File: config.mk
export PLATFORM = sky130hd
export DESIGN_NAME = psd_decoder
export DESIGN_NICKNAME = d
export VERILOG_FILES = /design/src/psd_decoder.v /design/src/psd_wave_counter.v
export VERILOG_INCLUDE_DIRS = /design/src
export SDC_FILE = /design/constraint.sdc
export NUM_CORES = 1
export LEC_CHECK = 0
export ABC_AREA = 1
export BUFFER_PORTS_ARGS = -buffer_cell sky130_fd_sc_hd__buf_2
export CAP_MARGIN = 5
export CORE_AREA = 2 2 239 241
export CTS_CLUSTER_SIZE = 8
export DETAILED_ROUTE_END_ITERATION = 16
export DIE_AREA = 0 0 241 243
export PLACE_DENSITY_LB_ADDON = 0.2
export SLEW_MARGIN = 20
export SYNTH_ARGS = -nofsm -noshare
export SYNTH_HDL_FRONTEND = slang
export SYNTH_SLANG_ARGS = --single-unit
File: constraint.sdc
create_clock -name clk_i -period 4.05 [get_ports clk_i]
set_input_delay 0.2025 -clock clk_i [delete_from_list [all_inputs] [get_ports clk_i]]
set_output_delay 0.2025 -clock clk_i [all_outputs]
set_load 0.005 [all_outputs]
File: src/psd_defines.vh
// constants for the pwm sequence decoder: register map, field positions, reset values
`ifndef PSD_DEFINES_VH
`define PSD_DEFINES_VH

// register byte offsets on the wishbone slave
`define PSD_CTRL_OFS      8'h00
`define PSD_TOP_OFS       8'h04
`define PSD_LOOP_OFS      8'h08
`define PSD_PTR0_OFS      8'h0c
`define PSD_LEN0_OFS      8'h10
`define PSD_REF0_OFS      8'h14
`define PSD_DLY0_OFS      8'h18
`define PSD_PTR1_OFS      8'h1c
`define PSD_LEN1_OFS      8'h20
`define PSD_REF1_OFS      8'h24
`define PSD_DLY1_OFS      8'h28
`define PSD_TASK_OFS      8'h2c
`define PSD_EVT_OFS       8'h30
`define PSD_STAT_OFS      8'h34
`define PSD_IDLE_OFS      8'h38

// ctrl field positions
`define PSD_CTRL_LOAD_LO  0
`define PSD_CTRL_LOAD_HI  1
`define PSD_CTRL_ADV_BIT  2
`define PSD_CTRL_UPDN_BIT 3

// task bits
`define PSD_TASK_BEGIN0   0
`define PSD_TASK_BEGIN1   1
`define PSD_TASK_ADV      2
`define PSD_TASK_STOP     3

// event bits
`define PSD_EVT_BEGUN0    0
`define PSD_EVT_BEGUN1    1
`define PSD_EVT_FIN0      2
`define PSD_EVT_FIN1      3
`define PSD_EVT_STOPPED   4
`define PSD_EVT_LOOPSDONE 5

// load layouts
`define PSD_LOAD_COMMON   2'h0
`define PSD_LOAD_GROUPED  2'h1
`define PSD_LOAD_SINGLE   2'h2
`define PSD_LOAD_WAVE     2'h3

// reset values
`define PSD_TOP_RST       15'h03e8
`define PSD_WORD_RST      16'h0000

`endif

File: src/psd_decoder.v
// pwm sequence decoder: wishbone registers, dma fetch, sequencing and pins
//
// The register offsets and the Wishbone interface to the registers are this design's own decisions.
`timescale 1ns/1ns
`default_nettype none
`include "psd_defines.vh"
module psd_decoder #(
  parameter AW = 32                // dma address width
) (
  // clock, reset, enable
  input  wire          clk_i,
  input  wire          rst_i,
  input  wire          ce_i,
  // wishbone slave
  input  wire          wb_cyc_i,
  input  wire          wb_stb_i,
  input  wire          wb_we_i,
  input  wire [7:0]    wb_adr_i,
  input  wire [3:0]    wb_sel_i,
  input  wire [31:0]   wb_dat_i,
  output reg  [31:0]   wb_dat_o,
  output reg           wb_ack_o,
  // dma read master (half word reads)
  output reg           dma_req_o,
  output reg  [AW-1:0] dma_adr_o,
  input  wire          dma_ack_i,
  input  wire [15:0]   dma_dat_i,
  // pwm pins
  output reg  [3:0]    pwm_o,
  output reg  [3:0]    pwm_oe_o
);
  //////////////////////////////////////////////////////////////////////////
  // state codes
  localparam S_IDLE  = 3'h0;       // no generation
  localparam S_FETCH = 3'h1;       // dma reading one load
  localparam S_APPLY = 3'h2;       // apply at once if idle, else wait for period end
  localparam S_WAIT  = 3'h3;       // waiting for refresh or advance
  localparam S_DELAY = 3'h4;       // end delay periods
  localparam S_HOLD  = 3'h5;       // playback done, keep last values
  localparam S_STOP  = 3'h6;       // finishing period before stop

  // registers
  reg  [3:0]    ctrl_reg;          // load layout, advance mode, updown
  reg  [14:0]   top_reg;           // period top register
  reg  [15:0]   loop_reg;          // loop repeat count
  reg  [AW-1:0] ptr_reg [0:1];     // sequence base pointers
  reg  [14:0]   len_reg [0:1];     // sequence lengths
  reg  [23:0]   ref_reg [0:1];     // refresh counts
  reg  [23:0]   dly_reg [0:1];     // end delay periods
  reg  [3:0]    idle_reg;          // idle pin levels
  reg  [5:0]    evt_reg;           // sticky events
  // sequencing state
  reg  [2:0]    st_reg;
  reg           seq_reg;           // current sequence
  reg  [14:0]   idx_reg;           // half words consumed
  reg  [1:0]    sub_reg;           // word within one load
  reg  [63:0]   stage_reg;         // fetched load
  reg  [14:0]   stop_reg;          // fetched period top (wave)
  reg  [63:0]   word_reg;          // applied compare words
  reg  [14:0]   wtop_reg;          // applied wave top
  reg  [23:0]   per_reg;           // period counter
  reg  [15:0]   loops_reg;         // loops remaining
  reg           first_reg;         // next apply is first of sequence
  reg           run_reg;           // wave counter running
  reg           adv_reg;           // pending advance task
  reg           stopreq_reg;       // pending stop
  wire          period_end;
  wire [3:0]    wc_pwm;
  wire [1:0]    load;
  wire [2:0]    nwords;            // half words per load
  wire [14:0]   eff_top;
  wire          wb_go;
  reg  [3:0]    tasks;             // task strobes from bus write
  reg  [5:0]    evt_set;           // events raised this cycle
  integer       j;

  assign load    = ctrl_reg[`PSD_CTRL_LOAD_HI:`PSD_CTRL_LOAD_LO];
  assign nwords  = (load == `PSD_LOAD_COMMON) ? 3'h1 :
                   (load == `PSD_LOAD_GROUPED) ? 3'h2 : 3'h4;
  assign eff_top = (load == `PSD_LOAD_WAVE) ? wtop_reg : top_reg;
  assign wb_go   = wb_cyc_i && wb_stb_i && !wb_ack_o;

  // route a load to the four channels
  function [63:0] route;
    input [1:0]  ld;
    input [63:0] s;
    begin
      case (ld)
        `PSD_LOAD_COMMON:  route = {4{s[15:0]}};
        `PSD_LOAD_GROUPED: route = {{2{s[31:16]}}, {2{s[15:0]}}};
        `PSD_LOAD_WAVE:    route = {16'h0000, s[47:0]};
        default:           route = s;
      endcase
    end
  endfunction

  //////////////////////////////////////////////////////////////////////////
  // wave counter
  psd_wave_counter u_wc (
    .clk_i        (clk_i),
    .rst_i        (rst_i),
    .ce_i         (ce_i),
    .run_i        (run_reg),
    .updown_i     (ctrl_reg[`PSD_CTRL_UPDN_BIT]),
    .top_i        (eff_top),
    .word_i       (word_reg),
    .pwm_o        (wc_pwm),
    .period_end_o (period_end)
  );

  //////////////////////////////////////////////////////////////////////////
  // task strobes from a write to the task register
  always @* begin
    tasks = 4'h0;
    if (wb_go && wb_we_i && wb_adr_i == `PSD_TASK_OFS && wb_sel_i[0])
      tasks = wb_dat_i[3:0];
  end

  //////////////////////////////////////////////////////////////////////////
  // wishbone register file, ack one cycle after request
  always @(posedge clk_i) begin
    if (rst_i) begin
      wb_ack_o <= 1'b0;
      wb_dat_o <= 32'h0000_0000;
      ctrl_reg <= 4'h0;
      top_reg  <= `PSD_TOP_RST;
      loop_reg <= 16'h0000;
      idle_reg <= 4'h0;
      for (j = 0; j < 2; j = j + 1) begin
        ptr_reg[j] <= {AW{1'b0}};
        len_reg[j] <= 15'h0000;
        ref_reg[j] <= 24'h000000;
        dly_reg[j] <= 24'h000000;
      end
    end else if (ce_i) begin
      wb_ack_o <= wb_go;
      wb_dat_o <= 32'h0000_0000;
      if (wb_go && wb_we_i) begin
        case (wb_adr_i)
          `PSD_CTRL_OFS: ctrl_reg   <= wb_dat_i[3:0];
          `PSD_TOP_OFS:  top_reg    <= wb_dat_i[14:0];
          `PSD_LOOP_OFS: loop_reg   <= wb_dat_i[15:0];
          `PSD_PTR0_OFS: ptr_reg[0] <= wb_dat_i[AW-1:0];
          `PSD_LEN0_OFS: len_reg[0] <= wb_dat_i[14:0];
          `PSD_REF0_OFS: ref_reg[0] <= wb_dat_i[23:0];
          `PSD_DLY0_OFS: dly_reg[0] <= wb_dat_i[23:0];
          `PSD_PTR1_OFS: ptr_reg[1] <= wb_dat_i[AW-1:0];
          `PSD_LEN1_OFS: len_reg[1] <= wb_dat_i[14:0];
          `PSD_REF1_OFS: ref_reg[1] <= wb_dat_i[23:0];
          `PSD_DLY1_OFS: dly_reg[1] <= wb_dat_i[23:0];
          `PSD_IDLE_OFS: idle_reg   <= wb_dat_i[3:0];
          default: ;                                   // unmapped: ignored
        endcase
      end else if (wb_go) begin
        case (wb_adr_i)
          `PSD_CTRL_OFS: wb_dat_o <= {28'h0, ctrl_reg};
          `PSD_TOP_OFS:  wb_dat_o <= {17'h0, top_reg};
          `PSD_LOOP_OFS: wb_dat_o <= {16'h0, loop_reg};
          `PSD_PTR0_OFS: wb_dat_o <= ptr_reg[0];
          `PSD_LEN0_OFS: wb_dat_o <= {17'h0, len_reg[0]};
          `PSD_REF0_OFS: wb_dat_o <= {8'h0, ref_reg[0]};
          `PSD_DLY0_OFS: wb_dat_o <= {8'h0, dly_reg[0]};
          `PSD_PTR1_OFS: wb_dat_o <= ptr_reg[1];
          `PSD_LEN1_OFS: wb_dat_o <= {17'h0, len_reg[1]};
          `PSD_REF1_OFS: wb_dat_o <= {8'h0, ref_reg[1]};
          `PSD_DLY1_OFS: wb_dat_o <= {8'h0, dly_reg[1]};
          `PSD_EVT_OFS:  wb_dat_o <= {26'h0, evt_reg};
          `PSD_STAT_OFS: wb_dat_o <= {25'h0, run_reg, seq_reg, 2'h0, st_reg};
          `PSD_IDLE_OFS: wb_dat_o <= {28'h0, idle_reg};
          default:       wb_dat_o <= 32'h0000_0000;   // unmapped reads zero
        endcase
      end
    end
  end

  //////////////////////////////////////////////////////////////////////////
  // sticky events: write one to clear, a set in the same cycle wins
  always @(posedge clk_i) begin
    if (rst_i)
      evt_reg <= 6'h00;
    else if (ce_i) begin
      if (wb_go && wb_we_i && wb_adr_i == `PSD_EVT_OFS && wb_sel_i[0])
        evt_reg <= (evt_reg & ~wb_dat_i[5:0]) | evt_set;
      else
        evt_reg <= evt_reg | evt_set;
    end
  end

  //////////////////////////////////////////////////////////////////////////
  // sequencer: fetch, apply on period end, pace, chain, stop
  always @(posedge clk_i) begin
    if (rst_i) begin
      st_reg      <= S_IDLE;
      seq_reg     <= 1'b0;
      idx_reg     <= 15'h0000;
      sub_reg     <= 2'h0;
      stage_reg   <= 64'h0;
      stop_reg    <= 15'h0000;
      word_reg    <= {4{`PSD_WORD_RST}};
      wtop_reg    <= 15'h0000;
      per_reg     <= 24'h000000;
      loops_reg   <= 16'h0000;
      first_reg   <= 1'b0;
      run_reg     <= 1'b0;
      adv_reg     <= 1'b0;
      stopreq_reg <= 1'b0;
      dma_req_o   <= 1'b0;
      dma_adr_o   <= {AW{1'b0}};
      evt_set     <= 6'h00;
      pwm_o       <= 4'h0;
      pwm_oe_o    <= 4'h0;
    end else if (ce_i) begin
      evt_set <= 6'h00;
      // pins: wave output while running, idle level otherwise
      pwm_o    <= run_reg ? wc_pwm : idle_reg;
      pwm_oe_o <= 4'hf;
      if (tasks[`PSD_TASK_ADV])
        adv_reg <= 1'b1;
      if (tasks[`PSD_TASK_STOP] && st_reg != S_IDLE)
        stopreq_reg <= 1'b1;
      if (tasks[`PSD_TASK_BEGIN0] || tasks[`PSD_TASK_BEGIN1]) begin
        // a begin task restarts from the base pointer
        seq_reg     <= tasks[`PSD_TASK_BEGIN1];
        idx_reg     <= 15'h0000;
        sub_reg     <= 2'h0;
        first_reg   <= 1'b1;
        loops_reg   <= loop_reg;
        stopreq_reg <= 1'b0;
        adv_reg     <= 1'b0;
        dma_req_o   <= 1'b1;
        dma_adr_o   <= ptr_reg[tasks[`PSD_TASK_BEGIN1]];
        st_reg      <= S_FETCH;
      end else begin
        case (st_reg)
          S_FETCH: begin
            if (dma_ack_i) begin
              stage_reg[16*sub_reg +: 16] <= dma_dat_i;
              if (load == `PSD_LOAD_WAVE && sub_reg == 2'h3)
                stop_reg <= dma_dat_i[14:0];
              idx_reg   <= idx_reg + 15'h0001;
              dma_adr_o <= dma_adr_o + {{(AW-2){1'b0}}, 2'h2};
              if (sub_reg + 2'h1 == nwords[1:0] || nwords == 3'h4 && sub_reg == 2'h3) begin
                dma_req_o <= 1'b0;
                sub_reg   <= 2'h0;
                st_reg    <= S_APPLY;
              end else
                sub_reg <= sub_reg + 2'h1;
            end
          end
          S_APPLY: begin
            // idle counter starts at once; a running one swaps at period end
            if (!run_reg || period_end) begin
              word_reg <= route(load, stage_reg);
              wtop_reg <= stop_reg;
              run_reg  <= 1'b1;
              per_reg  <= 24'h000000;
              if (first_reg)
                evt_set[seq_reg] <= 1'b1;
              first_reg <= 1'b0;
              adv_reg   <= 1'b0;
              if (idx_reg >= len_reg[seq_reg])
                evt_set[`PSD_EVT_FIN0 + seq_reg] <= 1'b1;
              st_reg <= S_WAIT;
            end
          end
          S_WAIT: begin
            if (stopreq_reg) st_reg <= S_STOP;
            else if (ctrl_reg[`PSD_CTRL_ADV_BIT] ? adv_reg :
                     (per_reg >= ref_reg[seq_reg])) begin  // fetch lands next end
              adv_reg <= 1'b0;
              if (idx_reg < len_reg[seq_reg]) begin
                dma_req_o <= 1'b1;
                st_reg    <= S_FETCH;
              end else if (ctrl_reg[`PSD_CTRL_ADV_BIT] || dly_reg[seq_reg] == 24'h0)
                st_reg <= S_DELAY;
              else begin
                per_reg <= 24'h000001;
                st_reg  <= S_DELAY;
              end
            end else if (period_end)
              per_reg <= per_reg + 24'h000001;
          end
          S_DELAY: begin
            if (stopreq_reg) st_reg <= S_STOP;
            else if (!ctrl_reg[`PSD_CTRL_ADV_BIT] && per_reg != 24'h0 &&
                     per_reg <= dly_reg[seq_reg]) begin
              if (period_end) per_reg <= per_reg + 24'h000001;
            end else if (loops_reg == 16'h0000 ||
                         (seq_reg && loops_reg == 16'h0001)) begin
              if (loops_reg != 16'h0000)
                evt_set[`PSD_EVT_LOOPSDONE] <= 1'b1;
              st_reg <= S_HOLD;
            end else begin
              if (seq_reg) loops_reg <= loops_reg - 16'h0001;
              seq_reg   <= ~seq_reg;
              idx_reg   <= 15'h0000;
              first_reg <= 1'b1;
              dma_adr_o <= ptr_reg[~seq_reg];
              dma_req_o <= 1'b1;
              st_reg    <= S_FETCH;
            end
          end
          S_HOLD: begin
            if (stopreq_reg) st_reg <= S_STOP;
          end
          S_STOP: begin
            if (period_end || !run_reg) begin
              run_reg     <= 1'b0;
              stopreq_reg <= 1'b0;
              dma_req_o   <= 1'b0;
              evt_set[`PSD_EVT_STOPPED] <= 1'b1;
              st_reg      <= S_IDLE;
            end
          end
          S_IDLE: ;
          default: st_reg <= S_IDLE;
        endcase
        // a stop during fetch or apply also ends after the period
        if (stopreq_reg && (st_reg == S_FETCH || st_reg == S_APPLY) && !dma_req_o)
          st_reg <= S_STOP;
      end
    end
  end
endmodule
`default_nettype wire

File: src/psd_wave_counter.v
// shared 15-bit wave counter with four compare channels
`timescale 1ns/1ns
`default_nettype none
module psd_wave_counter (
  // clock and control
  input  wire        clk_i,
  input  wire        rst_i,
  input  wire        ce_i,
  input  wire        run_i,      // counter runs while high
  input  wire        updown_i,   // 1: up and down (center aligned)
  input  wire [14:0] top_i,      // period top value
  input  wire [63:0] word_i,     // four {pol,cmp} half words
  // results
  output reg  [3:0]  pwm_o,
  output reg         period_end_o // one cycle pulse at end of period
);
  reg  [14:0] cnt_reg;           // shared counter
  reg         down_reg;          // counting down in up/down mode
  wire        at_end;            // last step of the period
  integer     k;

  assign at_end = updown_i ? (down_reg && cnt_reg <= 15'h0001) : (cnt_reg + 15'h0001 >= top_i);

  //////////////////////////////////////////////////////////////////////////
  // one counter for all channels, single period for all four
  always @(posedge clk_i) begin
    if (rst_i) begin
      cnt_reg      <= 15'h0000;
      down_reg     <= 1'b0;
      period_end_o <= 1'b0;
      pwm_o        <= 4'h0;
    end else if (ce_i) begin
      period_end_o <= run_i && at_end;
      if (!run_i) begin
        cnt_reg  <= 15'h0000;
        down_reg <= 1'b0;
      end else if (at_end) begin
        cnt_reg  <= 15'h0000;
        down_reg <= 1'b0;
      end else if (updown_i && !down_reg && cnt_reg + 15'h0001 >= top_i) begin
        cnt_reg  <= top_i;
        down_reg <= 1'b1;
      end else if (down_reg) begin
        cnt_reg  <= cnt_reg - 15'h0001;
      end else begin
        cnt_reg  <= cnt_reg + 15'h0001;
      end
      // output high below compare before polarity, polarity 0 flips first edge
      for (k = 0; k < 4; k = k + 1) begin
        pwm_o[k] <= (cnt_reg < word_i[16*k +: 15]) ^ ~word_i[16*k+15];
      end
    end
  end
endmodule
`default_nettype wire

==> results of run 1 <==
==> where the power goes <==
| group | switching, mW | total, mW | leakage [nW] | internal, mW |
|---|---|---|---|---|
| sequential | 0.409 | 6.66 | 5.01 | 6.25 |
| combinational | 1.90 | 2.89 | 9.20 | 0.992 |
| clock | 2.48 | 6.12 | 1.06 | 3.65 |
| total | 4.79 | 15.7 | 15.3 | 10.9 |
==> timing repair <==
item                                    in CTS  in global routing
endpoints found under the setup margin       0                  1
gates resized for setup                      0                  1
hold endpoints to repair                    46                  0
hold buffers                                31                  0
==> final cells by class <==
| class | count | area, sq um |
|---|---|---|
| Clock inverter | 4 | 35.0 |
| Multi-Input combinational cell | 3076 | 15600 |
| Antenna cell | 4 | 10.0 |
| Tap cell | 756 | 946 |
| Inverter | 567 | 2130 |
| Clock buffer | 120 | 2170 |
| Timing Repair Buffer | 250 | 1690 |
| Sequential cell | 557 | 13100 |
| Fill cell | 5099 | 20300 |
==> worst max-delay path by stage <==
stage / to / slack (ns)
floorplan: ptr_reg[0][0] / 0.27
global placement: u_wc.cnt_reg[3] / 0.56
detailed placement: u_wc.cnt_reg[5] / 0.48
CTS: u_wc.cnt_reg[5] / 0.42
global route: u_wc.cnt_reg[7] / 0.07
finish: per_reg[1] / 0.44
==> kinds of logic after synthesis <==
family / count (synthesis) / synth area share, %
buffers and inverters: 797 / 9.66
DFF: 557 / 41.2
muxes: 9 / 0.285
adders and majority gates: 149 / 5.89
AOI/OAI and AO/OA: 1056 / 18.1
and+or+nand+nor: 1788 / 22.8
xor gates and xnor gates: 74 / 2.05
==> metal layers <==
metal	global-route usage (%)	part of all wire [%]
met1	44.7	39
met2	58.0	46
met3	6.32	8.9
met4	22.4	6.4
met5	0	0.010
==> critical path: cells and delay by family (launching register included) <==
kind / cells / cell delay [ns]
simple gates: 8 / 1.14
buf+inv: 4 / 0.93
compound gates: 5 / 0.73
flops: 1 / 0.36
fa+ha+maj: 1 / 0.30
==> per-stage QoR <==
stage          power [mW]  cell area [sq um]  cells  hold WS (ns)  setup slack, ns
2_1_floorplan        8.50              31700   4430         0.333            0.269
3_3_place_gp         9.51              33100   5175         0.433            0.563
3_5_place_dp         9.55              33100   5175         0.437            0.482
4_1_cts              15.6              35700   5330       0.00435            0.420
5_1_grt              16.3              35700   5331        0.0364           0.0703
6_report             15.7              35700   5334        0.0177            0.442
==> synthesized netlist by cell type (12+ instances only) <==
master	instances
a31oi_1	18
a221oi_1	13
xnor2_1	15
ha_1	149
edfxtp_1	190
nand2_1	931
nor3_1	50
dfxtp_1	367
o21a_1	16
a21oi_1	433
inv_1	555
o31ai_1	12
o211ai_1	39
buf_2	31
clkbuf_1	183
nand4_1	52
nor2_1	563
o21ai_0	428
o22ai_1	44
xor2_1	59
a211oi_1	24
nand3_1	156
==> results_dict.tcl, run 1 <==
set metrics [dict create \
    outcome "completed" \
    path_clk_slew_ns 0.06 \
    die_area_sq_um 58600 \
    synth-edff-count 190 \
    post-route-util_pct 63.7 \
    period_needed_ns 3.61 \
    io_pins 141 \
    detailedRoute.firstPassIterationCount 6 \
    finalSetupTns_ns 0 \
    slowest_stage "buf_4" \
    min_delay_worst_endpoint "ref_reg[0][22]" \
    yosysUniqueCellTypes 48 \
    cpMostUsedCell "nand2_1" \
    timing.final.max_slew_violations 0 \
    hpwlAfterDp_microns 74700 \
    grt_pass1_vias 28100 \
    die_width_microns 241 \
    area_growth_syn_to_layout_pct 12.6 \
    htree_num_levels 3 \
    clock-root-buffer "clkbuf_16" \
    setup_violations 0 \
    ant_nets 0 \
    cts_inserted_buffers 79 \
    share_of_flip_flops_with_an_asynchronous_set_or_reset_after_synthesis_pct 0 \
    numPortBuffers 137 \
    drive_gt1_share_pct 7.46 \
    syn_inst 4430 \
    maximum_number_of_pins_on_one_net_before_global_route_repair 164 \
    synth_area_sq_um 31700 \
    grt.overflow.total 0 \
    final_min_period_over_clock_period_pct 89.1 \
    totalWireLength_microns 106000 \
    synthesis.yosys.warnings 0 \
    reg2regPathDepth 18 \
    clock_sink_count 557 \
    rsz0062_at_grt "no" \
    worst_max_slew_margin_expressed_relative_to_the_limit_pct 19.7 \
    power_per_cell_area_nw_per_um2 439 \
    critical_path.startpoint_type "register" \
    drc 0 \
    regToRegEndpoint "per_reg[1]" \
    worstPathCellList "buf_4 -> nand2_1 -> o21ai_0 -> inv_1 -> ha_1 -> a21oi_1 -> o21ai_0 -> a21oi_1 -> nand3_1 -> nand2_1 -> nand2_1 -> nand2_1 -> nand2_1 -> inv_2 -> nand2_1 -> buf_4 -> o21ai_0 -> nor2_1" \
    final_net_count 4747 \
    coreArea_sq_um 56000 \
    setup_slack_on_the_worst_flop_to_flop_path_ns 0.44 \
    leading_post_synthesis_cells_by_cell_area "dfxtp_1, edfxtp_1, nand2_1, a21oi_1, o21ai_0" \
    cap_violations 0 \
    synth_top_cell_by_area "dfxtp_1" \
    synth_largest_type_area_fraction_pct 23.2 \
    clk_latency_ns 0.63 \
    worstHoldStart "wb_dat_i[22]" \
    yosys_reg_bits 557 \
    share_of_synthesized_area_occupied_by_flip_flops_and_latches_pct 41.2 \
    tightest_slew_ns 1.21 \
    start_util_pct 56.6 \
    vdd_ir_drop_max_v 0.000378 \
    drt-initial-drc-count 3080 \
    ys_dominant_reg_cell "dfxtp_1" \
    ctsLongestPathBuffers 3 \
    avgSynthCellArea_sq_um 7.15 \
    critical_path_required_ns 4.56 \
    die_height_microns 243 \
    clock.fmax_mhz 277 \
    num_rows 87 \
    whs_path_depth 3 \
    track_usage_pct 36.0 \
    cp.arrival_ns 4.12 \
    worst-path-max-fanout 42 \
    kind_of_critical_path "register to register" \
    routed-via-count 30600 \
    routed_wire_length_per_instance_microns 19.9 \
    hold_class "input pin to register" \
    vias_per_cell 5.73 \
    tritoncts_clock_tree "yes" \
    worst_path_largest_cell_delay_ns 0.37 \
    syn-num-nets 4646 \
    grt_antenna_before_repair 3 \
    clock_skew_ns 0.0183 \
    postCtsSetupRepairBufs 0 \
    layout.cells.most_common "nand2_1" \
    grt_first_pass_wirelength_microns 162000 \
    hold_violations 0 \
    gp_routability_congestion 1.03 \
    power_leakage_nw 15.3 \
    mostFrequentLayoutCells "nand2_1, nor2_1, inv_1" \
    crit_path_end_kind "register" \
]
Note: power is estimated with default switching activity, not from simulation.
==> run 2, diff against run 1 <==
--- a/config.mk
+++ b/config.mk
@@ -7,7 +7,7 @@
 export NUM_CORES = 1
 export LEC_CHECK = 0
 export ABC_AREA = 1
-export BUFFER_PORTS_ARGS = -buffer_cell sky130_fd_sc_hd__buf_2
+export BUFFER_PORTS_ARGS = -buffer_cell sky130_fd_sc_hd__clkbuf_2
 export CAP_MARGIN = 5
 export CORE_AREA = 2 2 239 241
 export CTS_CLUSTER_SIZE = 8
@@ -18,3 +18,4 @@
 export SYNTH_ARGS = -nofsm -noshare
 export SYNTH_HDL_FRONTEND = slang
 export SYNTH_SLANG_ARGS = --single-unit
+export TNS_END_PERCENT = 5
==> results_dict.tcl, run 2 (synthesis gave the netlist of run 1 again) <==
set metrics [dict create \
    tightest_slew_ns 1.05 \
    outcome "completed" \
    timing.final.max_slew_violations 0 \
    vdd_ir_drop_max_v 0.000342 \
    tritoncts_clock_tree "yes" \
    start_util_pct 56.6 \
    crit_path_end_kind "register" \
    ant_nets 0 \
    clock_skew_ns 0.0169 \
    wl_met2_microns 48700 \
    die_height_microns 243 \
    hold_violations 0 \
    worst_max_slew_margin_expressed_relative_to_the_limit_pct 29.8 \
    htree_num_levels 3 \
    grt_antenna_before_repair 4 \
    cap_violations 0 \
    layout.filler_cells 5106 \
    multiInputGateArea_sq_um 15600 \
    totalWireLength_microns 107000 \
    die_area_sq_um 58600 \
    drive_gt1_share_pct 7.40 \
    detailedRoute.firstPassIterationCount 8 \
    power.total_mw 15.7 \
    slowest_stage "dfxtp_1" \
    critPathBufInv 2 \
    ctsLongestPathBuffers 3 \
    hold_class "input pin to register" \
    routed-via-count 30700 \
    hpwlAfterDp_microns 75800 \
    area_growth_syn_to_layout_pct 12.5 \
    clock-root-buffer "clkbuf_16" \
    clock_sink_count 557 \
    path_clk_slew_ns 0.05 \
    period_needed_ns 3.62 \
    wl_met3_microns 9240 \
    seqCellArea_sq_um 13100 \
    worstPathCellList "nand3_1 -> inv_1 -> nand2_1 -> nor2_1 -> nand2_1 -> nor2_1 -> nand3_1 -> and2_1 -> ha_1 -> nand2_1 -> nor2_1 -> nand3b_1 -> nor4_1 -> nor2_1 -> nand2_1 -> nand2_1 -> buf_4 -> o21ai_0 -> nand3_1 -> a21oi_1" \
    routed_wire_length_per_instance_microns 20.1 \
    critical_path.startpoint_type "register" \
    clock.fmax_mhz 277 \
    power_per_cell_area_nw_per_um2 440 \
    finalSetupTns_ns 0 \
    clk_latency_ns 0.61 \
    cts_inserted_buffers 79 \
    drt-met1-wl_microns 41600 \
    cp.arrival_ns 4.14 \
    final_min_period_over_clock_period_pct 89.3 \
    drc 0 \
    layout.cells.non_filler 5327 \
    cpMostUsedCell "nand2_1" \
    grt_pass1_vias 28100 \
    grt.overflow.total 0 \
    grt_first_pass_wirelength_microns 163000 \
    critical_path_required_ns 4.58 \
    numPortBuffers 137 \
    numPlacedInstances 5173 \
    vias_per_cell 5.76 \
    io_pins 141 \
    maximum_number_of_pins_on_one_net_before_global_route_repair 114 \
    coreArea_sq_um 56000 \
    num_rows 87 \
    final_net_count 4745 \
    track_usage_pct 36.1 \
    die_width_microns 241 \
    drt-initial-drc-count 3156 \
    worst_path_largest_cell_delay_ns 0.57 \
    gp_routability_congestion 1.02 \
    rsz0062_at_grt "no" \
    mostFrequentLayoutCells "nand2_1, nor2_1, inv_1" \
    setup_violations 0 \
    top_metal_used "met5" \
    critPathTopFamily "simple AND/OR/NAND/NOR gates" \
    power_leakage_nw 15.2 \
    kind_of_critical_path "register to register" \
    layout.cells.most_common "nand2_1" \
    worst-path-max-fanout 10 \
]
run 2: what timing repair did:
action	CTS	global route
resized for setup	0	0
hold buffers	31	0
hold endpoints to repair	44	0
buffers inserted	0	0
run 2: cell type report:
class / instances / area share, %
multi-input cells: 3076 / 43.8
flip-flops and latches: 557 / 36.6
clock buffers: 119 / 6.15
inverters: 567 / 5.99
repair buffers: 248 / 4.63
well taps: 756 / 2.65
clock inverters: 3 / 0.0948
diodes: 1 / 0.00702
run 2: through the flow:
stage               instance area, sq um  worst slack, ns  utilization (%)  hold WS, ns
floorplan                          31700            0.269                -        0.333
global placement                   33100            0.546             59.1        0.434
detailed placement                 33100            0.548             59.1        0.437
CTS                                35600            0.521             63.7       0.0200
global route                       35600            0.140             63.7       0.0354
finish                             35600            0.435             63.7       0.0396
run 2: where the power goes:
part	total, mW	internal (mW)	switching, mW
logic	2.90	0.988	1.91
registers	6.66	6.25	0.418
clock network	6.12	3.68	2.45
total	15.7	10.9	4.78
run 2: worst paths after layout:
kind                            slack [ns]            start  cells after the start              end
worst min-delay path                  0.04     wb_dat_i[22]                      3   ref_reg[0][22]
worst min register to register        0.44    stage_reg[42]                      2    stage_reg[42]
worst max-delay path                  0.43  u_wc.cnt_reg[3]                     20  u_wc.cnt_reg[3]
worst max register to register        0.43  u_wc.cnt_reg[3]                     20  u_wc.cnt_reg[3]
run 2: tightest hold or removal path: cells and delay by family:
kind | cells | cell delay [ns]
buffers and inverters | 2 | 0.18
and+or+nand+nor | 1 | 0.15
run 2: metal layers:
| metal | GRT usage, % | vias to the layer above |
|---|---|---|
| li1 | - | 14800 |
| met1 | 45.4 | 14200 |
| met2 | 57.9 | 1410 |
| met3 | 5.71 | 312 |
| met4 | 22.4 | 6 |
| met5 | 0 | - |
